**config.mk**
```make
export PLATFORM = sky130hd
export DESIGN_NAME = rss_exec
export DESIGN_NICKNAME = d
export VERILOG_FILES = /design/src/common/rss_pkg.sv /design/src/logic/rss_exec.sv /design/src/logic/rss_alu.sv
export VERILOG_INCLUDE_DIRS = /design/src /design/src/common
export SDC_FILE = /design/constraint.sdc
export NUM_CORES = 1
export LEC_CHECK = 0
export BUFFER_PORTS_ARGS = -buffer_cell sky130_fd_sc_hd__buf_2
export CAP_MARGIN = 5
export CORE_MARGIN = 5
export CORE_UTILIZATION = 58
export DETAILED_ROUTE_END_ITERATION = 8
export GPL_TIMING_DRIVEN = 0
export HOLD_SLACK_MARGIN = 0.1
export PLACE_DENSITY = 0.92
export SYNTH_ARGS = -nofsm -noshare
export SYNTH_HDL_FRONTEND = slang
export SYNTH_HIERARCHICAL = 1
export SYNTH_SLANG_ARGS = --single-unit
```
**constraint.sdc**
```tcl
create_clock -name mclk_i -period 8.5 [get_ports mclk_i]
set_input_delay 2.55 -clock mclk_i [delete_from_list [all_inputs] [get_ports mclk_i]]
set_output_delay 2.55 -clock mclk_i [all_outputs]
set_load 0.005 [all_outputs]
```
**src/common/rss_defines.svh**
```systemverilog
// Purpose: Opcode patterns, field positions, reset values for the subtract/rotate/sleep unit
// Assumes: 16-bit instruction words, 8-bit data path
// Notes:   Included by the execution unit and its arithmetic slice
`ifndef RSS_DEFINES_SVH
`define RSS_DEFINES_SVH

// Opcode masks and match values
`define RSS_RRNC_MASK    16'hfc00
`define RSS_RRNC_VAL     16'h4000
`define RSS_FILL_MASK    16'hfe00
`define RSS_FILL_VAL     16'h6800
`define RSS_SLEEP_MASK   16'hffff
`define RSS_SLEEP_VAL    16'h0003
`define RSS_SUBB_MASK    16'hfc00
`define RSS_SUBB_VAL     16'h5400
`define RSS_SUBLIT_MASK  16'hff00
`define RSS_SUBLIT_VAL   16'h0800
`define RSS_SUBF_MASK    16'hfc00
`define RSS_SUBF_VAL     16'h5c00

// Instruction field positions
`define RSS_BIT_D        9
`define RSS_BIT_A        8

// Data constants
`define RSS_ALL_ONES     8'hff
`define RSS_ILO_MAX      8'h5f
`define RSS_ACC_LO_BANK  4'h0
`define RSS_ACC_HI_BANK  4'hf

// Status bit positions
`define RSS_ST_C         0
`define RSS_ST_DC        1
`define RSS_ST_Z         2
`define RSS_ST_OV        3
`define RSS_ST_N         4

// Reset values
`define RSS_STATUS_RST   5'h00
`define RSS_W_RST        8'h00
`define RSS_TMO_RST      1'b1
`define RSS_PWD_RST      1'b1

`endif

```
**src/common/rss_pkg.sv**
```systemverilog
// Purpose: Types shared by the subtract/rotate/sleep unit
// Assumes: Nothing beyond the defines header
// Notes:   Phase order follows the four-phase instruction cycle
package rss_pkg;

  typedef enum logic [2:0] {
    RSS_OP_NONE,
    RSS_OP_RRNC,
    RSS_OP_FILL,
    RSS_OP_SLEEP,
    RSS_OP_SUBB,
    RSS_OP_SUBLIT,
    RSS_OP_SUBF
  } rss_op_t;

  typedef enum logic [2:0] {
    RSS_PH_Q1,
    RSS_PH_Q2,
    RSS_PH_Q3,
    RSS_PH_Q4,
    RSS_PH_SLEEP
  } rss_phase_t;

endpackage

```
**src/logic/rss_exec.sv**
```systemverilog
// Purpose: Four-phase execution of rotate, fill, sleep and subtract instructions
// Assumes: Register file read data is combinational on the read address
// Notes:   One mclk_i cycle per phase; sleep halts phasing until a wake
`timescale 1ns/1ps
`include "rss_defines.svh"

// Behaviour
// - Rotate right, bit0 to bit7, N Z
// - Destination bit selects accumulator or register
// - Access bit picks access bank or bank select
// - Indexed literal offset when a=0, extended, f<=5Fh
// - Fill writes FFh, no flag changes
// - Sleep entered in the final phase
// - Sleep clears powerdown, sets timeout, clears watchdog
// - Watchdog wake clears the timeout flag
// - Accumulator minus register minus inverted carry
// - Literal minus accumulator into accumulator
// - Register minus accumulator to chosen destination
module rss_exec
  import rss_pkg::*;
#(
  parameter int BANK_W = 4
)
(
  // Clock and reset
  input  wire logic                  mclk_i,
  input  wire logic                  sys_rst_i,
  // Instruction fetch
  input  wire logic [15:0]           instr_i,
  input  wire logic                  instr_valid_i,
  output logic                       instr_take_o,
  // Addressing controls
  input  wire logic [BANK_W-1:0]     bank_select_reg_i,
  input  wire logic                  ext_set_en_i,
  input  wire logic [BANK_W+7:0]     fsr2_i,
  // Register file
  output logic [BANK_W+7:0]          rd_addr_o,
  output logic                       rd_en_o,
  input  wire logic [7:0]            rd_data_i,
  output logic [BANK_W+7:0]          wr_addr_o,
  output logic                       wr_en_o,
  output logic [7:0]                 wr_data_o,
  // Core state
  output logic [7:0]                 w_o,
  output logic [4:0]                 status_o,
  // Power and watchdog
  output logic                       timeout_flag_o,
  output logic                       powerdown_flag_o,
  output logic                       sleep_o,
  output logic                       watchdog_clr_o,
  input  wire logic                  wake_i,
  input  wire logic                  watchdog_wake_i
);
  import rss_pkg::*;

  rss_phase_t        phase_r;
  rss_op_t           op_r;
  logic              dest_f_r;
  logic [BANK_W+7:0] f_addr_r;
  logic [7:0]        lit_r;
  logic [7:0]        opnd_r;
  logic [7:0]        result_r;
  logic [4:0]        flags_r;
  logic [7:0]        w_r;
  logic [4:0]        status_r;
  logic              timeout_flag_r;
  logic              powerdown_flag_r;
  logic              watchdog_clr_r;
  logic [7:0]        alu_res;
  logic              alu_n;
  logic              alu_ov;
  logic              alu_z;
  logic              alu_dc;
  logic              alu_c;
  logic              is_sub;

  function automatic rss_op_t rss_decode(input logic [15:0] ins);
    if ((ins & `RSS_SLEEP_MASK) == `RSS_SLEEP_VAL)
      rss_decode = RSS_OP_SLEEP;
    else if ((ins & `RSS_RRNC_MASK) == `RSS_RRNC_VAL)
      rss_decode = RSS_OP_RRNC;
    else if ((ins & `RSS_FILL_MASK) == `RSS_FILL_VAL)
      rss_decode = RSS_OP_FILL;
    else if ((ins & `RSS_SUBB_MASK) == `RSS_SUBB_VAL)
      rss_decode = RSS_OP_SUBB;
    else if ((ins & `RSS_SUBLIT_MASK) == `RSS_SUBLIT_VAL)
      rss_decode = RSS_OP_SUBLIT;
    else if ((ins & `RSS_SUBF_MASK) == `RSS_SUBF_VAL)
      rss_decode = RSS_OP_SUBF;
    else
      rss_decode = RSS_OP_NONE;
  endfunction

  // Data-memory address of the register operand
  function automatic logic [BANK_W+7:0] rss_faddr(input logic [15:0] ins);
    logic [7:0] f;
    f = ins[7:0];
    if (ins[`RSS_BIT_A])
      rss_faddr = {bank_select_reg_i, f};
    else if (ext_set_en_i && (f <= `RSS_ILO_MAX))
      rss_faddr = fsr2_i + {{BANK_W{1'b0}}, f};
    else if (f <= `RSS_ILO_MAX)
      rss_faddr = {{BANK_W{1'b0}}, f};
    else
      rss_faddr = {{BANK_W{1'b1}}, f};
  endfunction

  rss_alu u_alu (
    .op_i       (op_r),
    .file_val_i (opnd_r),
    .w_val_i    (w_r),
    .lit_i      (lit_r),
    .carry_i    (status_r[`RSS_ST_C]),
    .result_o   (alu_res),
    .n_o        (alu_n),
    .ov_o       (alu_ov),
    .z_o        (alu_z),
    .dc_o       (alu_dc),
    .c_o        (alu_c)
  );

  assign is_sub = (op_r == RSS_OP_SUBB) || (op_r == RSS_OP_SUBLIT) || (op_r == RSS_OP_SUBF);

  // Phase sequencer
  always_ff @(posedge mclk_i)
  begin
    if (sys_rst_i)
      phase_r <= RSS_PH_Q1;
    else
      case (phase_r)
        RSS_PH_Q1: phase_r <= RSS_PH_Q2;
        RSS_PH_Q2: phase_r <= RSS_PH_Q3;
        RSS_PH_Q3: phase_r <= RSS_PH_Q4;
        RSS_PH_Q4: phase_r <= (op_r == RSS_OP_SLEEP) ? RSS_PH_SLEEP : RSS_PH_Q1;
        RSS_PH_SLEEP: phase_r <= (wake_i || watchdog_wake_i) ? RSS_PH_Q1 : RSS_PH_SLEEP;
        default: phase_r <= RSS_PH_Q1;
      endcase
  end

  // Q1 decode
  always_ff @(posedge mclk_i)
  begin
    if (sys_rst_i)
    begin
      op_r     <= RSS_OP_NONE;
      dest_f_r <= 1'b0;
      f_addr_r <= '0;
      lit_r    <= 8'h00;
    end
    else if (phase_r == RSS_PH_Q1)
    begin
      op_r     <= instr_valid_i ? rss_decode(instr_i) : RSS_OP_NONE;
      dest_f_r <= instr_i[`RSS_BIT_D] || (rss_decode(instr_i) == RSS_OP_FILL);
      f_addr_r <= rss_faddr(instr_i);
      lit_r    <= instr_i[7:0];
    end
  end

  // Q2 operand read, Q3 process
  always_ff @(posedge mclk_i)
  begin
    if (sys_rst_i)
    begin
      opnd_r   <= 8'h00;
      result_r <= 8'h00;
      flags_r  <= 5'h00;
    end
    else if (phase_r == RSS_PH_Q2)
      opnd_r <= rd_data_i;
    else if (phase_r == RSS_PH_Q3)
    begin
      result_r <= alu_res;
      flags_r  <= {alu_n, alu_ov, alu_z, alu_dc, alu_c};
    end
  end

  // Q4 accumulator and status write-back
  always_ff @(posedge mclk_i)
  begin
    if (sys_rst_i)
    begin
      w_r      <= `RSS_W_RST;
      status_r <= `RSS_STATUS_RST;
    end
    else if (phase_r == RSS_PH_Q4)
    begin
      if (op_r == RSS_OP_SUBLIT || ((op_r == RSS_OP_RRNC || op_r == RSS_OP_SUBB ||
          op_r == RSS_OP_SUBF) && !dest_f_r))
        w_r <= result_r;
      if (op_r == RSS_OP_RRNC)
      begin
        status_r[`RSS_ST_N] <= flags_r[`RSS_ST_N];
        status_r[`RSS_ST_Z] <= flags_r[`RSS_ST_Z];
      end
      else if (is_sub)
        status_r <= flags_r;
    end
  end

  // Power-down and time-out flags, watchdog clear
  always_ff @(posedge mclk_i)
  begin
    if (sys_rst_i)
    begin
      timeout_flag_r   <= `RSS_TMO_RST;
      powerdown_flag_r <= `RSS_PWD_RST;
      watchdog_clr_r   <= 1'b0;
    end
    else
    begin
      watchdog_clr_r <= (phase_r == RSS_PH_Q4) && (op_r == RSS_OP_SLEEP);
      if ((phase_r == RSS_PH_Q4) && (op_r == RSS_OP_SLEEP))
      begin
        timeout_flag_r   <= 1'b1;
        powerdown_flag_r <= 1'b0;
      end
      else if ((phase_r == RSS_PH_SLEEP) && watchdog_wake_i)
        timeout_flag_r <= 1'b0;
    end
  end

  assign instr_take_o     = (phase_r == RSS_PH_Q1);
  assign rd_en_o          = (phase_r == RSS_PH_Q2) && (op_r == RSS_OP_RRNC ||
                            op_r == RSS_OP_FILL || op_r == RSS_OP_SUBB ||
                            op_r == RSS_OP_SUBF);
  assign rd_addr_o        = f_addr_r;
  assign wr_addr_o        = f_addr_r;
  assign wr_data_o        = result_r;
  assign wr_en_o          = (phase_r == RSS_PH_Q4) && dest_f_r && (op_r == RSS_OP_RRNC ||
                            op_r == RSS_OP_FILL || op_r == RSS_OP_SUBB ||
                            op_r == RSS_OP_SUBF);
  assign w_o              = w_r;
  assign status_o         = status_r;
  assign timeout_flag_o   = timeout_flag_r;
  assign powerdown_flag_o = powerdown_flag_r;
  assign sleep_o          = (phase_r == RSS_PH_SLEEP);
  assign watchdog_clr_o   = watchdog_clr_r;
endmodule // rss_exec

```
**src/logic/rss_alu.sv**
```systemverilog
// Purpose: Result and flag computation for rotate, fill and subtract operations
// Assumes: Operands are stable for the whole process phase
// Notes:   Purely combinational; the caller latches the outputs
`timescale 1ns/1ps
`include "rss_defines.svh"

module rss_alu
  import rss_pkg::*;
(
  // Operation and operands
  input  wire rss_pkg::rss_op_t op_i,
  input  wire logic [7:0]       file_val_i,
  input  wire logic [7:0]       w_val_i,
  input  wire logic [7:0]       lit_i,
  input  wire logic             carry_i,
  // Result and flags
  output logic      [7:0]       result_o,
  output logic                  n_o,
  output logic                  ov_o,
  output logic                  z_o,
  output logic                  dc_o,
  output logic                  c_o
);

  logic [7:0] a_v;
  logic [7:0] b_v;
  logic       cin_v;
  logic [8:0] sum_v;
  logic [4:0] nib_v;

  // Subtraction as a + ~b + cin, so carry out is the inverted borrow
  always_comb
  begin
    a_v   = file_val_i;
    b_v   = w_val_i;
    cin_v = 1'b1;
    case (op_i)
      RSS_OP_SUBLIT:
      begin
        a_v = lit_i;
      end
      RSS_OP_SUBB:
      begin
        a_v   = w_val_i;
        b_v   = file_val_i;
        cin_v = carry_i;
      end
      default:
      begin
        a_v = file_val_i;
      end
    endcase
    sum_v = {1'b0, a_v} + {1'b0, ~b_v} + {8'h00, cin_v};
    nib_v = {1'b0, a_v[3:0]} + {1'b0, ~b_v[3:0]} + {4'h0, cin_v};
    case (op_i)
      RSS_OP_RRNC:   result_o = {file_val_i[0], file_val_i[7:1]};
      RSS_OP_FILL:   result_o = `RSS_ALL_ONES;
      default:       result_o = sum_v[7:0];
    endcase
    n_o  = result_o[7];
    z_o  = (result_o == 8'h00);
    c_o  = sum_v[8];
    dc_o = nib_v[4];
    ov_o = (a_v[7] != b_v[7]) && (sum_v[7] != a_v[7]);
  end

endmodule // rss_alu

```
==> impl_metrics.yaml <==
clocking:
  h-tree-depth: 3
  post_cts_buffers: 0
  cts.sinks: 64
  postCtsHoldBufs: 0
  cts_tree: "built"
  cts_resized: 0
  path_clk_slew_ps: 70
  clk_latency_ps: 350
  root_buffer: "clkbuf_8"
  cts_buffer_depth: 2
  cts_buffers: 9
setup_path:
  crit_family: "buffers and inverters"
  slowest_delay_ps: 600
  critPathKind: "reg2reg"
  start_kind: "flop"
  crit_chain: "clkbuf_1, buf_1, mux2i_1, o21ai_0, fa_1, fa_1, a21o_1, a221o_1, mux2i_1, a21oi_1, or4_1, nor4_2, nand2_1, a21oi_1"
  crit_fanout: 12
  critPathRequiredTime_ps: 8770
  arrival_ps: 5200
  cp_slowest_cell: "buf_1"
  cp.buffers_inverters: 2
  crit_path_end_kind: "flop"
logic_synthesis:
  synth_area_um2: 4040
  synth_top_flop_cell: "dfxtp_1"
  async_flop_share_pct: 0
  synthTopCellsByArea: "dfxtp_1, mux2i_1, nand2_1"
  synth_top_area_cell: "dfxtp_1"
  synth_warnings: 6
  syn_inst: 497
  synth-seq-cells: 64
  ys_types: 68
  avgSynthCellArea_um2: 8.12
  synthTopCellsByCount: "nand2_1, dfxtp_1, a21oi_1"
  yosysSeqAreaShare_pct: 31.8
  synth_edf_count: 0
  synth_fp_nets: 561
  netlist.area_leader.share_pct: 31.8
  synth.most_common_cell: "nand2_1"
worst_hold_path:
  min_path_type: "reg2reg"
sta:
  final.period_utilization_pct: 58.0
  rsz0062_at_grt: "false"
  worstMarginPinSlew_ps: 978
  skew_ps: 16.0
  hold_violations: 0
  slew_headroom_pct: 34.6
  max_freq_mhz: 203
  setup_tns_ps: 0
  drv_slew: 0
  fin_crit_ps: 4930
  setup_viol: 0
final_layout:
  nets: 668
  drive_above_1_share_pct: 23.0
  layout-area-overhead-vs-synth_pct: 19.5
  antennaDiodeCount: 0
  final_area_um2: 4820
placement:
  dp_hpwl_mm: 8.78
  gp_routability_congestion: 0.957
  portBuffers: 96
  postPlaceCellArea_um2: 4640
floorplan:
  initial_core_util_pct: 59.4
  core_um2: 6790
  pin_count: 98
  fp-row-count: 30
  die_w_um: 93.4
  die_area_um2: 8730
  die_h_um: 93.4
global_routing:
  grt_overflow: 0
  grt_pass1_vias: 3943
  grt_first_pass_wirelength_mm: 18.8
  grt_start_max_net_pins: 13
  antenna_found_initial: 0
  grt.total_usage_pct: 27.0
power_and_ir_drop:
  netSwitchingPower_w: 0.000233
  p_int_w: 0.000545
  p_sw_share_pct: 29.9
  power_frac_clock_pct: 33.1
  power.leakage_nw: 2.10
  power.share.sequential_pct: 42.5
  ir_drop_mv: 0.0822
  power.density_nw_per_um2: 161
  pwr-share-comb_pct: 24.4
drt:
  firstDrtPassIters: 5
  viasPerCell: 5.83
  drtIter0Drc: 211
  antenna_left: 0
  drc: 0
  wirelength_mm: 11.7
  post_drt_wl_per_cell_um: 16.6
  vias: 4107
status:
  status: "completed"
flow_run:
  maxCapViolCount: 0
==> cell families after synthesis <==
kind of cell | Yosys count | synth area share (%)
simple gates | 189 | 22.3
compound gates | 127 | 22.2
flops | 64 | 31.8
buf+inv | 53 | 6.51
mux | 36 | 8.93
fa+ha+maj | 18 | 6.14
xor+xnor | 10 | 2.17
==> registers in the layout (all words and copies together) (netlist names), 3 cells and up <==
signal,flops
op_r,3
flags_r,5
lit_r,8
rd_addr_o,12
wr_data_o,8
status_o,5
w_o,8
opnd_r,8
phase_r,3
==> per-layer routing <==
layer	vias up	GRT usage, %	share of wire [%]
met5	-	0	0
met4	0	12.5	3.0
met3	28	6.36	6.8
met2	177	46.1	48
met1	1919	31.9	42
li1	1983	-	-
==> area by class of cell <==
class,instances,area (um2)
repair buffers,96,480
fillers,563,1970
inverters,11,41.3
plain buffers,42,221
well taps,96,120
clock inverters,3,42.5
multi-input cells,380,2490
clock buffers,12,145
flip-flops and latches,64,1280
==> power by group through the flow <==
stage               Combinational, W  Sequential (W)  Clock, W
floorplan                   0.000128        0.000334         0
global placement            0.000184        0.000336         0
global route                0.000209        0.000332  0.000275
CTS                         0.000188        0.000330  0.000259
finish                      0.000190        0.000330  0.000258
detailed placement          0.000187        0.000336         0
==> placed cells by master, fill, tap and decap left out, drive strengths merged, types with 6 or more instances in the layout <==
master  netlist  routed
o21ai        16      16
mux2i        36      36
a21oi        46      46
nor2         40      40
ha           15      15
a21o         12      12
nand3         7       7
nor3         15      15
dfxtp        64      64
buf          21     117
inv          11      11
nand2        79      79
o211ai        6       6
clkbuf       20      32
o22a         10      10
==> through the flow <==
step	utilization, %	setup slack (ps)	total power, W	std cells	hold slack, ps
final	71.0	3570	0.000778	704	459
after global routing	71.0	3390	0.000815	704	480
after CTS	71.0	3670	0.000777	704	459
after detailed placement	68.2	3710	0.000523	689	451
after global placement	68.2	3730	0.000520	689	430
after floorplan	-	4430	0.000462	497	436
==> worst reg2reg max path, stage by stage, from the launching register on <==
cell and delay (ps):
dfxtp_1 570, clkbuf_1 470, buf_1 600, mux2i_1 280, o21ai_0 140, fa_1 560
fa_1 450, a21o_1 210, a221o_1 350, mux2i_1 150, a21oi_1 130, or4_1 570
nor4_2 170, nand2_1 80, a21oi_1 130
==> path summary, 6_finish.rpt <==
check        cells after the start  slack (ps)         end       start
max                             14        3570  flags_r[2]     op_r[0]
min                              2         460  flags_r[0]  flags_r[0]
max reg2reg                     14        3570  flags_r[2]     op_r[0]
min reg2reg                      2         460  flags_r[0]  flags_r[0]
(Power assumes the default switching activity.)
